===== src/sbsc_pkg.sv =====
package sbsc_pkg;

   // ************************************************************
   // widths and burst parameters
   // ************************************************************
   localparam int ADDR_W      = 16;
   localparam int DATA_W      = 32;
   localparam int BURST_W     = 2;
   localparam int FIFO_DEPTH  = 4;
   localparam logic [BURST_W-1:0] BURST_STEP = 2'h1;
   localparam logic [BURST_W-1:0] BURST_INIT = 2'h0;

   // ************************************************************
   // decoded operation, one-hot
   // ************************************************************
   typedef enum logic [6:0] {
      SBSC_OP_IDLE    = 7'h01,
      SBSC_OP_DESEL   = 7'h02,
      SBSC_OP_BEGIN_R = 7'h04,
      SBSC_OP_BEGIN_W = 7'h08,
      SBSC_OP_CONT_R  = 7'h10,
      SBSC_OP_CONT_W  = 7'h20,
      SBSC_OP_SUSP    = 7'h40
   } sbsc_op_type;

   // ************************************************************
   // carriers
   // ************************************************************
   typedef struct packed {
      logic primary_chip_select_n;
      logic secondary_chip_select_n;
      logic processor_addr_strobe_n;
      logic controller_addr_strobe_n;
      logic burst_advance_n;
      logic write_n;
   } sbsc_ctl_type;

   typedef struct packed {
      logic              write;
      logic [ADDR_W-1:0] addr;
   } sbsc_acc_type;

endpackage


===== src/sbsc_fifo.sv =====
module sbsc_fifo
   import sbsc_pkg::*;
#(
   parameter int WIDTH = 8,
   parameter int DEPTH = 4
) (
   // clock and reset
   input  wire logic             clock,
   input  wire logic             resetn,
   // fill side
   input  wire logic             in_valid,
   output logic                  in_ready,
   input  wire logic [WIDTH-1:0] in_data,
   // drain side
   output logic                  out_valid,
   input  wire logic             out_ready,
   output logic      [WIDTH-1:0] out_data
);
   localparam int PW = $clog2(DEPTH);

   logic [WIDTH-1:0] mem_ff [DEPTH];
   logic [PW-1:0]    wr_ff;
   logic [PW-1:0]    rd_ff;
   logic [PW:0]      cnt_ff;
   wire              push = in_valid & in_ready;
   wire              pop  = out_valid & out_ready;

   assign in_ready  = (cnt_ff != DEPTH[PW:0]);
   assign out_valid = (cnt_ff != '0);
   assign out_data  = mem_ff[rd_ff];

   always_ff @(posedge clock) begin
      if (push)
         mem_ff[wr_ff] <= in_data;
   end

   always_ff @(posedge clock) begin
      if (!resetn) begin
         wr_ff  <= '0;
         rd_ff  <= '0;
         cnt_ff <= '0;
      end else begin
         if (push)
            wr_ff <= (wr_ff == PW'(DEPTH-1)) ? '0 : wr_ff + 1'b1;
         if (pop)
            rd_ff <= (rd_ff == PW'(DEPTH-1)) ? '0 : rd_ff + 1'b1;
         cnt_ff <= cnt_ff + {{PW{1'b0}}, push} - {{PW{1'b0}}, pop};
      end
   end
endmodule


===== src/sbsc_top.sv =====
// Behaviour
// - deselect when primary high with controller strobe low, or primary low and secondary high with either strobe low
// - both selects low: processor strobe, or controller strobe with write high, begins read
// - both selects low, only controller strobe low, write low: begin burst write
// - no start, advance low, write high: step address, continue read
// - no start, advance low, write low: step address, continue write
// - no start, advance high, write high: hold address, suspend read
// - no start, advance high, write low: hold address, suspend write
// - single-bank variant ignores secondary select; primary alone qualifies, and primary high with either strobe low deselects
module sbsc_top
   import sbsc_pkg::*;
#(
   parameter bit SINGLE_BANK = 1'b0
) (
   // clock and reset
   input  wire logic              clock,
   input  wire logic              resetn,
   // bus master strobes
   input  wire logic              primary_chip_select_n,
   input  wire logic              secondary_chip_select_n,
   input  wire logic              processor_addr_strobe_n,
   input  wire logic              controller_addr_strobe_n,
   input  wire logic              burst_advance_n,
   input  wire logic              write_n,
   input  wire logic [ADDR_W-1:0] ext_addr,
   // decoded cycle status
   output logic                   selected,
   output logic                   burst_write,
   output logic [ADDR_W-1:0]      burst_addr,
   output logic [6:0]             op_code,
   // access stream to the array
   output logic                   acc_valid,
   input  wire logic              acc_ready,
   output logic                   acc_write,
   output logic [ADDR_W-1:0]      acc_addr,
   // stall seen by the master when the stream backs up
   output logic                   stall
);

   // ************************************************************
   // decode
   // ************************************************************
   sbsc_ctl_type ctl;
   assign ctl = '{primary_chip_select_n, secondary_chip_select_n,
                  processor_addr_strobe_n, controller_addr_strobe_n,
                  burst_advance_n, write_n};

   function automatic sbsc_op_type decode(input sbsc_ctl_type c,
                                          input bit single);
      logic sec_hi;
      logic no_start;
      sec_hi   = single ? 1'b0 : c.secondary_chip_select_n;
      no_start = c.controller_addr_strobe_n &
                 (c.processor_addr_strobe_n | c.primary_chip_select_n);
      decode   = SBSC_OP_IDLE;
      if (c.primary_chip_select_n & !c.controller_addr_strobe_n)
         decode = SBSC_OP_DESEL;
      else if (c.primary_chip_select_n & !c.processor_addr_strobe_n &
               single)
         decode = SBSC_OP_DESEL;
      else if (!c.primary_chip_select_n & sec_hi &
               (!c.processor_addr_strobe_n |
                !c.controller_addr_strobe_n))
         decode = SBSC_OP_DESEL;
      else if (!c.primary_chip_select_n & !c.processor_addr_strobe_n)
         decode = SBSC_OP_BEGIN_R;
      else if (!c.primary_chip_select_n & !c.controller_addr_strobe_n)
         decode = c.write_n ? SBSC_OP_BEGIN_R
                            : SBSC_OP_BEGIN_W;
      else if (no_start & !c.burst_advance_n)
         decode = c.write_n ? SBSC_OP_CONT_R
                            : SBSC_OP_CONT_W;
      else if (no_start)
         decode = SBSC_OP_SUSP;
      return decode;
   endfunction

   sbsc_op_type op;
   assign op = decode(ctl, SINGLE_BANK);

   wire is_begin = (op == SBSC_OP_BEGIN_R) | (op == SBSC_OP_BEGIN_W);
   wire is_cont  = (op == SBSC_OP_CONT_R) | (op == SBSC_OP_CONT_W);
   wire is_susp  = (op == SBSC_OP_SUSP);
   wire is_desel = (op == SBSC_OP_DESEL);

   // ************************************************************
   // burst address state
   // ************************************************************
   logic [ADDR_W-1:0]  base_ff;
   logic [BURST_W-1:0] cnt_ff;
   logic               sel_ff;
   logic               wr_ff;
   logic [6:0]         op_ff;
   logic [ADDR_W-1:0]  addr_ff;
   logic               stall_ff;

   // interleaved (XOR) order inside the burst; count start and step are package choices
   wire [BURST_W-1:0] nxt_cnt = is_begin ? BURST_INIT
                              : is_cont  ? cnt_ff + BURST_STEP
                              : cnt_ff;
   wire [ADDR_W-1:0]  nxt_base = is_begin ? ext_addr : base_ff;
   wire [ADDR_W-1:0]  nxt_addr = {nxt_base[ADDR_W-1:BURST_W],
                                  nxt_base[BURST_W-1:0] ^ nxt_cnt};
   wire nxt_sel = is_begin ? 1'b1 : is_desel ? 1'b0 : sel_ff;
   wire nxt_wr  = is_begin ? (op == SBSC_OP_BEGIN_W)
                : is_cont  ? (op == SBSC_OP_CONT_W)
                : is_susp  ? !write_n
                : wr_ff;

   // an access enters the stream on begin or continue while selected
   wire access  = is_begin | (is_cont & sel_ff);
   sbsc_acc_type acc_in;
   sbsc_acc_type acc_out;
   logic         fifo_in_ready;
   assign acc_in = '{nxt_wr, nxt_addr};

   // a full stream holds the burst where it is, like a suspend
   wire take    = ~stall_ff;

   // own count of the buffer, so that stall is up before a push is lost
   logic [2:0] occ_ff;
   wire  [2:0] nxt_occ = occ_ff + {2'h0, access & take}
                       - {2'h0, acc_valid & acc_ready};

   always_ff @(posedge clock) begin
      if (!resetn) begin
         base_ff  <= '0;
         cnt_ff   <= BURST_INIT;
         sel_ff   <= 1'b0;
         wr_ff    <= 1'b0;
         op_ff    <= SBSC_OP_IDLE;
         addr_ff  <= '0;
         stall_ff <= 1'b0;
         occ_ff   <= '0;
      end else begin
         occ_ff   <= nxt_occ;
         stall_ff <= (nxt_occ == 3'(FIFO_DEPTH));
         if (take) begin
            op_ff   <= op;
            base_ff <= nxt_base;
            cnt_ff  <= nxt_cnt;
            sel_ff  <= nxt_sel;
            wr_ff   <= nxt_wr;
            addr_ff <= nxt_addr;
         end
      end
   end

   // ************************************************************
   // access stream
   // ************************************************************
   sbsc_fifo #(
      .WIDTH ($bits(sbsc_acc_type)),
      .DEPTH (FIFO_DEPTH)
   ) u_fifo (
      .clock     (clock),
      .resetn    (resetn),
      .in_valid  (access & take),
      .in_ready  (fifo_in_ready),
      .in_data   (acc_in),
      .out_valid (acc_valid),
      .out_ready (acc_ready),
      .out_data  (acc_out)
   );

   assign acc_write   = acc_out.write;
   assign acc_addr    = acc_out.addr;
   assign selected    = sel_ff;
   assign burst_write = wr_ff;
   assign burst_addr  = addr_ff;
   assign op_code     = op_ff;
   assign stall       = stall_ff;
endmodule


===== config.mk =====
export PLATFORM = sky130hd
export DESIGN_NAME = sbsc_top
export DESIGN_NICKNAME = d
export VERILOG_FILES = /design/src/sbsc_pkg.sv /design/src/sbsc_fifo.sv /design/src/sbsc_top.sv
export SDC_FILE = /design/constraint.sdc
export NUM_CORES = 1
export LEC_CHECK = 0
export BUFFER_PORTS_ARGS = -buffer_cell sky130_fd_sc_hd__clkbuf_2
export CORE_ASPECT_RATIO = 0.5
export CORE_MARGIN = 1.5
export CORE_UTILIZATION = 56
export DETAILED_ROUTE_END_ITERATION = 10
export PLACE_DENSITY = 0.9
export SLEW_MARGIN = 15
export SYNTH_ARGS = -nofsm -noshare
export SYNTH_HDL_FRONTEND = slang
export SYNTH_HIERARCHICAL = 1
export SYNTH_SLANG_ARGS = --single-unit

===== constraint.sdc =====
create_clock -name clock -period 3.51 [get_ports clock]
set_input_delay 0.351 -clock clock [delete_from_list [all_inputs] [get_ports clock]]
set_output_delay 0.351 -clock clock [all_outputs]
set_load 0.05 [all_outputs]

==> impl_metrics.env, run 1 <==
export IMPL_drtIter0Drc=255
export IMPL_die_width_microns=131
export IMPL_crit_arrival_ns=2.84
export IMPL_cts_clk_slew_worst_paths_ns=0.07
export IMPL_post_cts_setup_buffers=0
export IMPL_cp_start_kind="input port"
export IMPL_synth_cell_types=53
export IMPL_syn_area_sq_um=4610
export IMPL_cp_common_cell="inv_1"
export IMPL_ys_seq_area_share_pct=62.5
export IMPL_cts_root_buffer="clkbuf_16"
export IMPL_tightest_slew_ns=0.925
export IMPL_globalplace_congestion=0.786
export IMPL_firstDrtPassIters=5
export IMPL_synth_warnings=6
export IMPL_syn_avg_cell_area_sq_um=12.6
export IMPL_min_path_type="input port to flip-flop"
export IMPL_fin_tns_setup_ns=0
export IMPL_postRouteWirelength_microns=9230
export IMPL_grt_max_degree=25
export IMPL_cts_inserted_buffers=9
export IMPL_worst_setup_path_type="input port to flip-flop"
export IMPL_syn2layout_area_growth_pct=12.9
export IMPL_cts_buffer_depth=2
export IMPL_routedWlPerCell_microns=17.2
export IMPL_synth_edf_count=68
export IMPL_ctsHoldBuffers=0
export IMPL_placed_cells=519
export IMPL_period_share_pct=73.9
export IMPL_cts_sinks=110
export IMPL_synth_area_top_cells="edfxtp_1 (44%), dfxtp_1 (18%), mux4_2 (8.3%)"
export IMPL_die_y_microns=67.2
export IMPL_antenna_found_initial=0
export IMPL_overflow=0
export IMPL_io_pins=69
export IMPL_final_cell_mix="nand2_1 (85), clkbuf_2 (68), edfxtp_1 (68)"
export IMPL_clock_fmax_mhz=385
export IMPL_final_common_cell="nand2_1"
export IMPL_slowest_delay_ns=0.38
export IMPL_synth_nets=402
export IMPL_via_count=2928
export IMPL_die_area_sq_um=8820
export IMPL_cts_tree="yes"
export IMPL_crit_fanout=7
export IMPL_htree_levels=3
export IMPL_power_mw=3.62
export IMPL_netlist_instances=366
export IMPL_hold_viol=0
export IMPL_leakage_nw=2.00
export IMPL_post_dp_cell_area_sq_um=4940
export IMPL_grt_setup_unrepaired="no"
export IMPL_grt_pass1_vias=2941
export IMPL_antenna_left=0
export IMPL_power_density_nw_per_um2=695
export IMPL_cp_cell_sequence="clkbuf_2 > o21ai_1 > nor2_2 > a21oi_1 > nor2_1 > and2_4 > inv_1 > ha_1 > inv_1 > ha_1 > inv_1 > fa_1 > xnor2_1 > xnor2_1 > and2_1"
export IMPL_nets=454
export IMPL_fin_util_pct=65.1
export IMPL_fin_skew_ns=0.00701
export IMPL_async_reset_ff_share_pct=0
export IMPL_rows=23
export IMPL_drc=0
export IMPL_run_status="finished clean"
export IMPL_drv_cap=0
export IMPL_rr_worst_depth=10
export IMPL_ys_seq_elements=110
export IMPL_r2r_slack_ns=0.99
export IMPL_viasPerCell=5.47
export IMPL_netlist_area_leader_share_pct=44.3
export IMPL_setup_violations=0
export IMPL_grt_first_pass_wirelength_microns=14600
export IMPL_portBuffers=68
export IMPL_slew_headroom_pct=38.4
export IMPL_antenna_cells=0
export IMPL_cts_resized=0
export IMPL_fin_crit_ns=2.59
export IMPL_worstHoldPathCells=3
export IMPL_synthFlopType="edfxtp_1"
export IMPL_finalMaxSlewViolations=0
export IMPL_drive_gt1_share_pct=27.4
export IMPL_crit_slowest_cell="fa_1"
export IMPL_synth_top_area_cell="edfxtp_1"
export IMPL_critPathCaptureType="flip-flop"
export IMPL_ir_drop_mv=0.402
export IMPL_layout_cells_non_filler=535
export IMPL_dp_hpwl_microns=5810
export IMPL_cp_data_required_time_ns=3.75
export IMPL_core_area_sq_um=8000
export IMPL_fin_area_sq_um=5210
export IMPL_clk_latency_ns=0.35
export IMPL_initial_core_util_pct=57.6
export IMPL_track_usage_pct=22.3
## path summary, 6_finish.rpt
kind,start,end
setup reg to reg,u_fifo/cnt_ff[1],stall
hold reg to reg,op_code[0],op_code[0]
hold / removal,ext_addr[6],base_ff[6]
setup / recovery,processor_addr_strobe_n,u_fifo/cnt_ff[2]
## final cells by class
| type | count | area, sq um |
|---|---|---|
| Sequential cell | 110 | 2880 |
| Fill cell | 624 | 2790 |
| Multi-Input combinational cell | 214 | 1500 |
| Timing Repair Buffer | 72 | 370 |
| Clock buffer | 12 | 246 |
| Tap cell | 112 | 140 |
| Inverter | 11 | 41.3 |
| Clock inverter | 4 | 23.8 |
## critical path: cells and delay by family
kind                       cells  cell delay [ns]
and+or+nand+nor                4             0.85
adders and majority gates      3             0.80
AOI/OAI and AO/OA              2             0.24
xor gates and xnor gates       2             0.27
buffers and inverters          4             0.32
## cells by family (layout without fill, tap and decap cells)
| kind of cell | Yosys count | count (layout) | share of synthesized area (%) |
|---|---|---|---|
| flops | 110 | 110 | 62.5 |
| compound gates | 47 | 47 | 6.08 |
| xor+xnor | 8 | 8 | 1.52 |
| mux | 18 | 18 | 8.52 |
| buf+inv | 42 | 99 | 5.05 |
| simple gates | 130 | 130 | 13.0 |
| fa+ha+maj | 11 | 11 | 3.31 |
## Yosys cell counts, types with 2 or more instances
library cell and count:
mux4_2 17, and3_1 3, o21ai_0 9, edfxtp_1 68, buf_4 16, fa_1 2
o21ai_1 2, nor3_1 3, ha_1 9, nand2_1 85, nor2_1 11, and2_1 5
inv_1 10, dfxtp_1 42, and3_2 3, nand3_1 4, xnor2_1 7, buf_2 6
a21oi_1 24, clkbuf_1 7
## layer usage
layer  vias to the layer above  global-route usage [%]  part of all wire, %
met3                        16                    6.38                  6.3
li1                       1387                       -                    -
met1                      1430                    26.2                   42
met2                        95                    40.4                   50
met5                         -                       0                    0
met4                         0                    8.75                  1.5
## stage by stage
stage | worst slack, ns | hold WS, ns
after CTS | 0.905 | 0.222
after detailed placement | 0.539 | 0.450
after floorplan | 0.631 | 0.448
after global placement | 0.702 | 0.447
after global routing | 0.689 | 0.235
final | 0.916 | 0.233
## sequential cells by signal, indices dropped and copies added (netlist names), 2 cells and up, named ones only
name           count
base_ff           16
burst_addr         2
cnt_ff             2
occ_ff             3
op_code            7
u_fifo/cnt_ff      3
u_fifo/mem_ff     68
u_fifo/rd_ff       2
u_fifo/wr_ff       2
## power by group
| part | internal (mW) | switching, mW | total [mW] |
|---|---|---|---|
| Clock | 0.497 | 0.430 | 0.927 |
| Combinational | 0.367 | 0.755 | 1.12 |
| Sequential | 1.50 | 0.0739 | 1.57 |
Power figures use the tool's default switching activity.
==> inputs of run 2 (changes only) <==
--- a/config.mk
+++ b/config.mk
@@ -5,10 +5,11 @@
 export SDC_FILE = /design/constraint.sdc
 export NUM_CORES = 1
 export LEC_CHECK = 0
+export ABC_AREA = 1
 export BUFFER_PORTS_ARGS = -buffer_cell sky130_fd_sc_hd__clkbuf_2
 export CORE_ASPECT_RATIO = 0.5
 export CORE_MARGIN = 1.5
-export CORE_UTILIZATION = 56
+export CORE_UTILIZATION = 57
 export DETAILED_ROUTE_END_ITERATION = 10
 export PLACE_DENSITY = 0.9
 export SLEW_MARGIN = 15
==> constraint.sdc (replaced) <==
create_clock -name clock -period 2.6 [get_ports clock]
set_input_delay 0.26 -clock clock [delete_from_list [all_inputs] [get_ports clock]]
set_output_delay 0.26 -clock clock [all_outputs]
set_load 0.05 [all_outputs]
==> run 2 against run 1 <==
Synthesized cell count grew 32%. Sequential share of layout area decreased by 1.6 points. Synthesized area increased by 4.6%. Sequential cell count is the same. Power is 55% higher.
==> impl_metrics.env, run 2 <==
export IMPL_run_status="finished clean"
export IMPL_slowest_delay_ns=0.42
export IMPL_seq_power_share_pct=39.3
export IMPL_routedWlPerCell_microns=15.7
export IMPL_synth_top_area_cell="edfxtp_1"
export IMPL_antenna_left=0
export IMPL_crit_fanout=9
export IMPL_cp_top_family="adder cells"
export IMPL_crit_buf_inv=3
export IMPL_grt_setup_unrepaired="no"
export IMPL_intPower_mw=3.25
export IMPL_netlist_instances=483
export IMPL_cts_buffer_depth=2
export IMPL_synth_edf_count=68
export IMPL_crit_arrival_ns=2.56
export IMPL_regMostFlops="u_fifo/mem_ff"
export IMPL_viasPerCell=5.44
export IMPL_drv_cap=0
export IMPL_fin_skew_ns=0.00784
export IMPL_power_density_nw_per_um2=1050
export IMPL_async_reset_ff_share_pct=0
export IMPL_synth_nets=519
export IMPL_p_sw_share_pct=42.3
export IMPL_ir_drop_mv=0.446
export IMPL_cts_clk_slew_worst_paths_ns=0.07
export IMPL_synth_warnings=6
export IMPL_postRouteWirelength_microns=10300
export IMPL_core_area_sq_um=8120
export IMPL_htree_levels=3
export IMPL_r2r_start="stall"
export IMPL_tightest_slew_ns=0.773
export IMPL_clk_latency_ns=0.35
export IMPL_final_common_cell="nand2_1"
export IMPL_grt_pass1_vias=3279
export IMPL_final_cell_mix="nand2_1 (102), clkbuf_2 (68), edfxtp_1 (68)"
export IMPL_largest_reg_flops=68
export IMPL_cts_inserted_buffers=9
export IMPL_ctsHoldBuffers=0
export IMPL_cts_sinks=110
export IMPL_rows=23
export IMPL_die_width_microns=133
export IMPL_netlist_area_leader_share_pct=42.3
export IMPL_cp_cell_sequence="nor2_1 > inv_1 > nand2_1 > inv_1 > ha_1 > inv_1 > ha_1 > fa_1 > xor2_1 > nand2_1 > nor3_1"
export IMPL_die_y_microns=68.1
export IMPL_firstDrtPassIters=5
export IMPL_fin_tns_setup_ns=0
export IMPL_post_cts_setup_buffers=0
export IMPL_drc=0
export IMPL_io_pins=69
export IMPL_fin_crit_ns=2.29
export IMPL_power_mw=5.63
export IMPL_cts_tree="yes"
export IMPL_ys_seq_elements=110
export IMPL_dp_hpwl_microns=6790
export IMPL_nets=573
export IMPL_antenna_found_initial=0
export IMPL_p_sw_mw=2.38
export IMPL_rr_worst_depth=11
export IMPL_grt_first_pass_wirelength_microns=16000
export IMPL_synth_common_cells="nand2_1 (102), edfxtp_1 (68), nor2_1 (53)"
export IMPL_setup_violations=0
export IMPL_clock_fmax_mhz=437
export IMPL_cp_start_kind="flip-flop"
export IMPL_min_path_type="input port to flip-flop"
export IMPL_crit_slowest_cell="dfxtp_1"
export IMPL_period_share_pct=88.0
export IMPL_antenna_cells=0
export IMPL_syn2layout_area_growth_pct=11.2
export IMPL_synth_area_top_cells="edfxtp_1 (42%), dfxtp_1 (17%), nand2_1 (7.9%)"
export IMPL_critPathCaptureType="flip-flop"
export IMPL_cp_data_required_time_ns=2.87
export IMPL_synth_cell_types=32
export IMPL_hold_viol=0
export IMPL_cts_root_buffer="clkbuf_16"
export IMPL_syn_avg_cell_area_sq_um=9.99
export IMPL_combPwrFrac_pct=38.1
export IMPL_globalplace_congestion=0.859
export IMPL_worstHoldPathCells=3
export IMPL_drtIter0Drc=385
export IMPL_via_count=3561
export IMPL_cts_resized=0
export IMPL_fin_hold_ws_ns=0.154
export IMPL_clock_power_share_pct=22.6
export IMPL_overflow=0
export IMPL_yosysMostFrequentCell="nand2_1"
export IMPL_grt_max_degree=36
export IMPL_min_delay_start="ext_addr[1]"
export IMPL_track_usage_pct=23.4
export IMPL_finalMaxSlewViolations=0
export IMPL_drive_gt1_share_pct=21.6
export IMPL_cp_common_cell="inv_1"
export IMPL_leakage_nw=2.25
export IMPL_holdPathEnd="base_ff[1]"
export IMPL_die_area_sq_um=9060
export IMPL_timing_rr_end="stall"
export IMPL_slew_headroom_pct=48.3
export IMPL_syn_area_sq_um=4830
export IMPL_portBuffers=68
export IMPL_r2r_slack_ns=0.31
export IMPL_worst_setup_path_type="flip-flop to flip-flop"
export IMPL_initial_core_util_pct=59.5
export IMPL_ys_seq_area_share_pct=59.7
export IMPL_synthFlopType="edfxtp_1"
## run 2: cells by family (layout without fill, tap and decap cells)
family	count (synthesis)	count (layout)	share of synthesized area [%]
xor+xnor	3	3	0.545
simple gates	188	188	16.3
flops	110	110	59.7
buf+inv	75	134	9.02
compound gates	96	96	11.2
fa+ha+maj	11	11	3.16
## run 2: layout make-up
| type | instances | area [sq um] |
|---|---|---|
| flip-flops and latches | 110 | 2880 |
| fillers | 598 | 2750 |
| multi-input cells | 298 | 1510 |
| repair buffers | 76 | 400 |
| clock buffers | 9 | 225 |
| inverters | 42 | 163 |
| well taps | 112 | 140 |
| clock inverters | 7 | 47.5 |
## run 2: how the worst max path moves through the flow
stage,endpoint,start,cells past startpoint,slack (ns)
2_1_floorplan,u_fifo/cnt_ff[2],stall,14,0.11
3_3_place_gp,stall,controller_addr_strobe_n,15,0.22
3_5_place_dp,stall,primary_chip_select_n,15,0.13
4_1_cts,stall,stall,11,0.31
5_1_grt,stall,stall,11,0.13
6_report,stall,stall,11,0.31
## run 2: power groups by stage
stage | Sequential, mW | Combinational (mW) | Clock, mW
2_1_floorplan | 2.30 | 1.67 | 0
3_3_place_gp | 2.24 | 2.07 | 0
3_5_place_dp | 2.25 | 2.13 | 0
4_1_cts | 2.21 | 2.14 | 1.28
5_1_grt | 2.23 | 2.32 | 1.35
6_report | 2.21 | 2.14 | 1.27
## run 2: tightest hold or removal path, delay by kind of cell
kind,cells,cell delay [ns]
compound gates,1,0.06
buf+inv,2,0.14
## run 2: per-layer routing
metal / GRT usage (%) / up-vias / wire (microns)
met5: 0 / - / 0
met4: 7.88 / 0 / 145
met3: 6.67 / 15 / 839
met2: 39.8 / 155 / 5110
met1: 29.7 / 1683 / 4190
li1: - / 1708 / -
## run 2: metrics by stage
step | setup WS (ns) | instance area [sq um] | instances | util (%)
2_1_floorplan | 0.109 | 4830 | 483 | -
3_3_place_gp | 0.216 | 5090 | 638 | 62.8
3_5_place_dp | 0.130 | 5090 | 638 | 62.8
4_1_cts | 0.311 | 5370 | 654 | 66.1
5_1_grt | 0.133 | 5370 | 654 | 66.1
6_report | 0.311 | 5370 | 654 | 66.1
==> inputs of run 3 (changes only) <==
--- a/config.mk
+++ b/config.mk
@@ -12,6 +12,7 @@
 export CORE_UTILIZATION = 57
 export DETAILED_ROUTE_END_ITERATION = 10
 export PLACE_DENSITY = 0.9
+export RECOVER_POWER = 50
 export SLEW_MARGIN = 15
 export SYNTH_ARGS = -nofsm -noshare
 export SYNTH_HDL_FRONTEND = slang
==> run 3 against run 2 <==
Routed wire length shrank 0.39%. Worst setup slack lost 0.015 ns. Final area shrank 1.6%. Register-to-register slack lost 0.02 ns. Utilization shrank 1.0 points. Hold slack lost 0.0015 ns. First-iteration DRC count shrank 1.0%. Critical path depth is the same. Cell count is the same. Critical endpoint unchanged. Sequential power is essentially flat. Critical path type unchanged. Global-route usage is the same.
==> impl_metrics.env, run 3 (same netlist as run 2, synthesis figures left out) <==
export IMPL_firstDrtPassIters=5
export IMPL_run_status="finished clean"
export IMPL_slowest_delay_ns=0.42
export IMPL_rows=23
export IMPL_dp_hpwl_microns=6790
export IMPL_min_path_type="input port to flip-flop"
export IMPL_cts_inserted_buffers=9
export IMPL_globalplace_congestion=0.859
export IMPL_fillers=636
export IMPL_crit_fanout=9
export IMPL_critPathCaptureType="flip-flop"
export IMPL_crit_arrival_ns=2.58
export IMPL_cp_start_kind="flip-flop"
export IMPL_track_usage_pct=23.4
export IMPL_core_area_sq_um=8120
export IMPL_drtIter0Drc=381
export IMPL_clock_fmax_mhz=434
export IMPL_final_cell_mix="nand2_1 (114), edfxtp_1 (68), nor2_1 (56)"
export IMPL_htree_levels=3
export IMPL_die_area_sq_um=9060
export IMPL_finalMaxSlewViolations=0
export IMPL_grt_setup_unrepaired="no"
export IMPL_placed_cells=638
export IMPL_regMostFlops="u_fifo/mem_ff"
export IMPL_fin_tns_setup_ns=0
export IMPL_io_pins=69
export IMPL_cts_root_buffer="clkbuf_16"
export IMPL_postRouteWirelength_microns=10200
export IMPL_fin_util_pct=65.1
export IMPL_die_y_microns=68.1
export IMPL_grt_first_pass_wirelength_microns=16000
export IMPL_post_cts_setup_buffers=0
export IMPL_routedWlPerCell_microns=15.7
export IMPL_drv_cap=0
export IMPL_antenna_cells=0
export IMPL_cts_sinks=110
export IMPL_period_share_pct=88.6
export IMPL_tightest_slew_ns=1.36
export IMPL_clk_latency_ns=0.35
export IMPL_overflow=0
export IMPL_via_count=3542
export IMPL_hold_viol=0
export IMPL_slew_headroom_pct=9.35
export IMPL_die_width_microns=133
export IMPL_portBuffers=68
export IMPL_worst_setup_path_type="flip-flop to flip-flop"
export IMPL_grt_max_degree=36
export IMPL_nets=573
export IMPL_setup_violations=0
export IMPL_antenna_found_initial=0
export IMPL_cp_data_required_time_ns=2.87
export IMPL_cts_buffer_depth=2
export IMPL_final_common_cell="nand2_1"
export IMPL_fin_skew_ns=0.00767
export IMPL_cp_cell_sequence="nor2_1 > inv_1 > nand2_1 > inv_1 > ha_1 > inv_1 > ha_1 > fa_1 > xor2_1 > nand2_1 > nor3_1"
export IMPL_crit_slowest_cell="dfxtp_1"
export IMPL_initial_core_util_pct=59.5
export IMPL_power_density_nw_per_um2=1060
export IMPL_viasPerCell=5.42
export IMPL_drc=0
export IMPL_leakage_nw=2.16
export IMPL_antenna_left=0
export IMPL_layout_cells_non_filler=654
export IMPL_cp_common_cell="inv_1"
export IMPL_cts_clk_slew_worst_paths_ns=0.07
export IMPL_cts_resized=0
export IMPL_ctsHoldBuffers=0
export IMPL_drive_gt1_share_pct=13.7
export IMPL_syn2layout_area_growth_pct=9.44
export IMPL_ir_drop_mv=0.442
export IMPL_cts_tree="yes"
export IMPL_fin_crit_ns=2.30
export IMPL_fin_hold_ws_ns=0.153
export IMPL_grt_pass1_vias=3279
export IMPL_largest_reg_flops=68
## run 3: cell count changes in the layout (fill, tap and decap cells not counted), moves of 2 or more
cell,delta
buf_4,-2
clkbuf_2,-26
nand2_2,-12
clkbuf_1,+28
nand2_1,+12
nor2_1,+3
nor2_2,-3
## run 3: critical path: cells and delay by family (launching register included)
kind | cells | cell delay, ns
XOR/XNOR | 1 | 0.16
adder cells (fa/ha/maj) | 3 | 0.82
buffers and inverters | 3 | 0.22
flip-flops | 1 | 0.42
AND/OR/NAND/NOR | 4 | 0.62
## run 3: path summary, 6_finish.rpt
check,start,end,slack [ns],cells past startpoint
max,stall,stall,0.30,11
min,ext_addr[1],base_ff[1],0.15,3
max reg2reg,stall,stall,0.30,11
min reg2reg,op_code[1],op_code[1],0.47,2
## run 3: where the power goes
group / total (mW) / switching (mW) / internal (mW)
Combinational: 2.11 / 1.61 / 0.500
Clock: 1.28 / 0.625 / 0.652
Sequential: 2.21 / 0.141 / 2.07
## run 3: final cells by class
type,instances,area [sq um],area share (%)
well taps,112,140,2.65
repair buffers,76,360,6.82
flip-flops and latches,110,2880,54.6
clock inverters,7,47.5,0.900
multi-input cells,298,1460,27.7
inverters,42,163,3.08
clock buffers,9,225,4.26
## run 3: stage by stage
step	area (sq um)	setup slack (ns)	power, mW
after floorplan	4830	0.109	3.98
final	5280	0.296	5.60
after global routing	5280	0.0919	5.87
after detailed placement	5090	0.130	4.38
after CTS	5370	0.311	5.64
after global placement	5090	0.216	4.30
## run 3: per-layer routing
layer	part of all wire (%)	vias up	wire length (microns)	global-route usage [%]
met5	0	-	0	0
met4	1.5	0	157	7.88
met3	8.2	16	845	6.67
met2	49	146	5020	39.8
met1	41	1671	4220	29.7
li1	-	1709	-	-
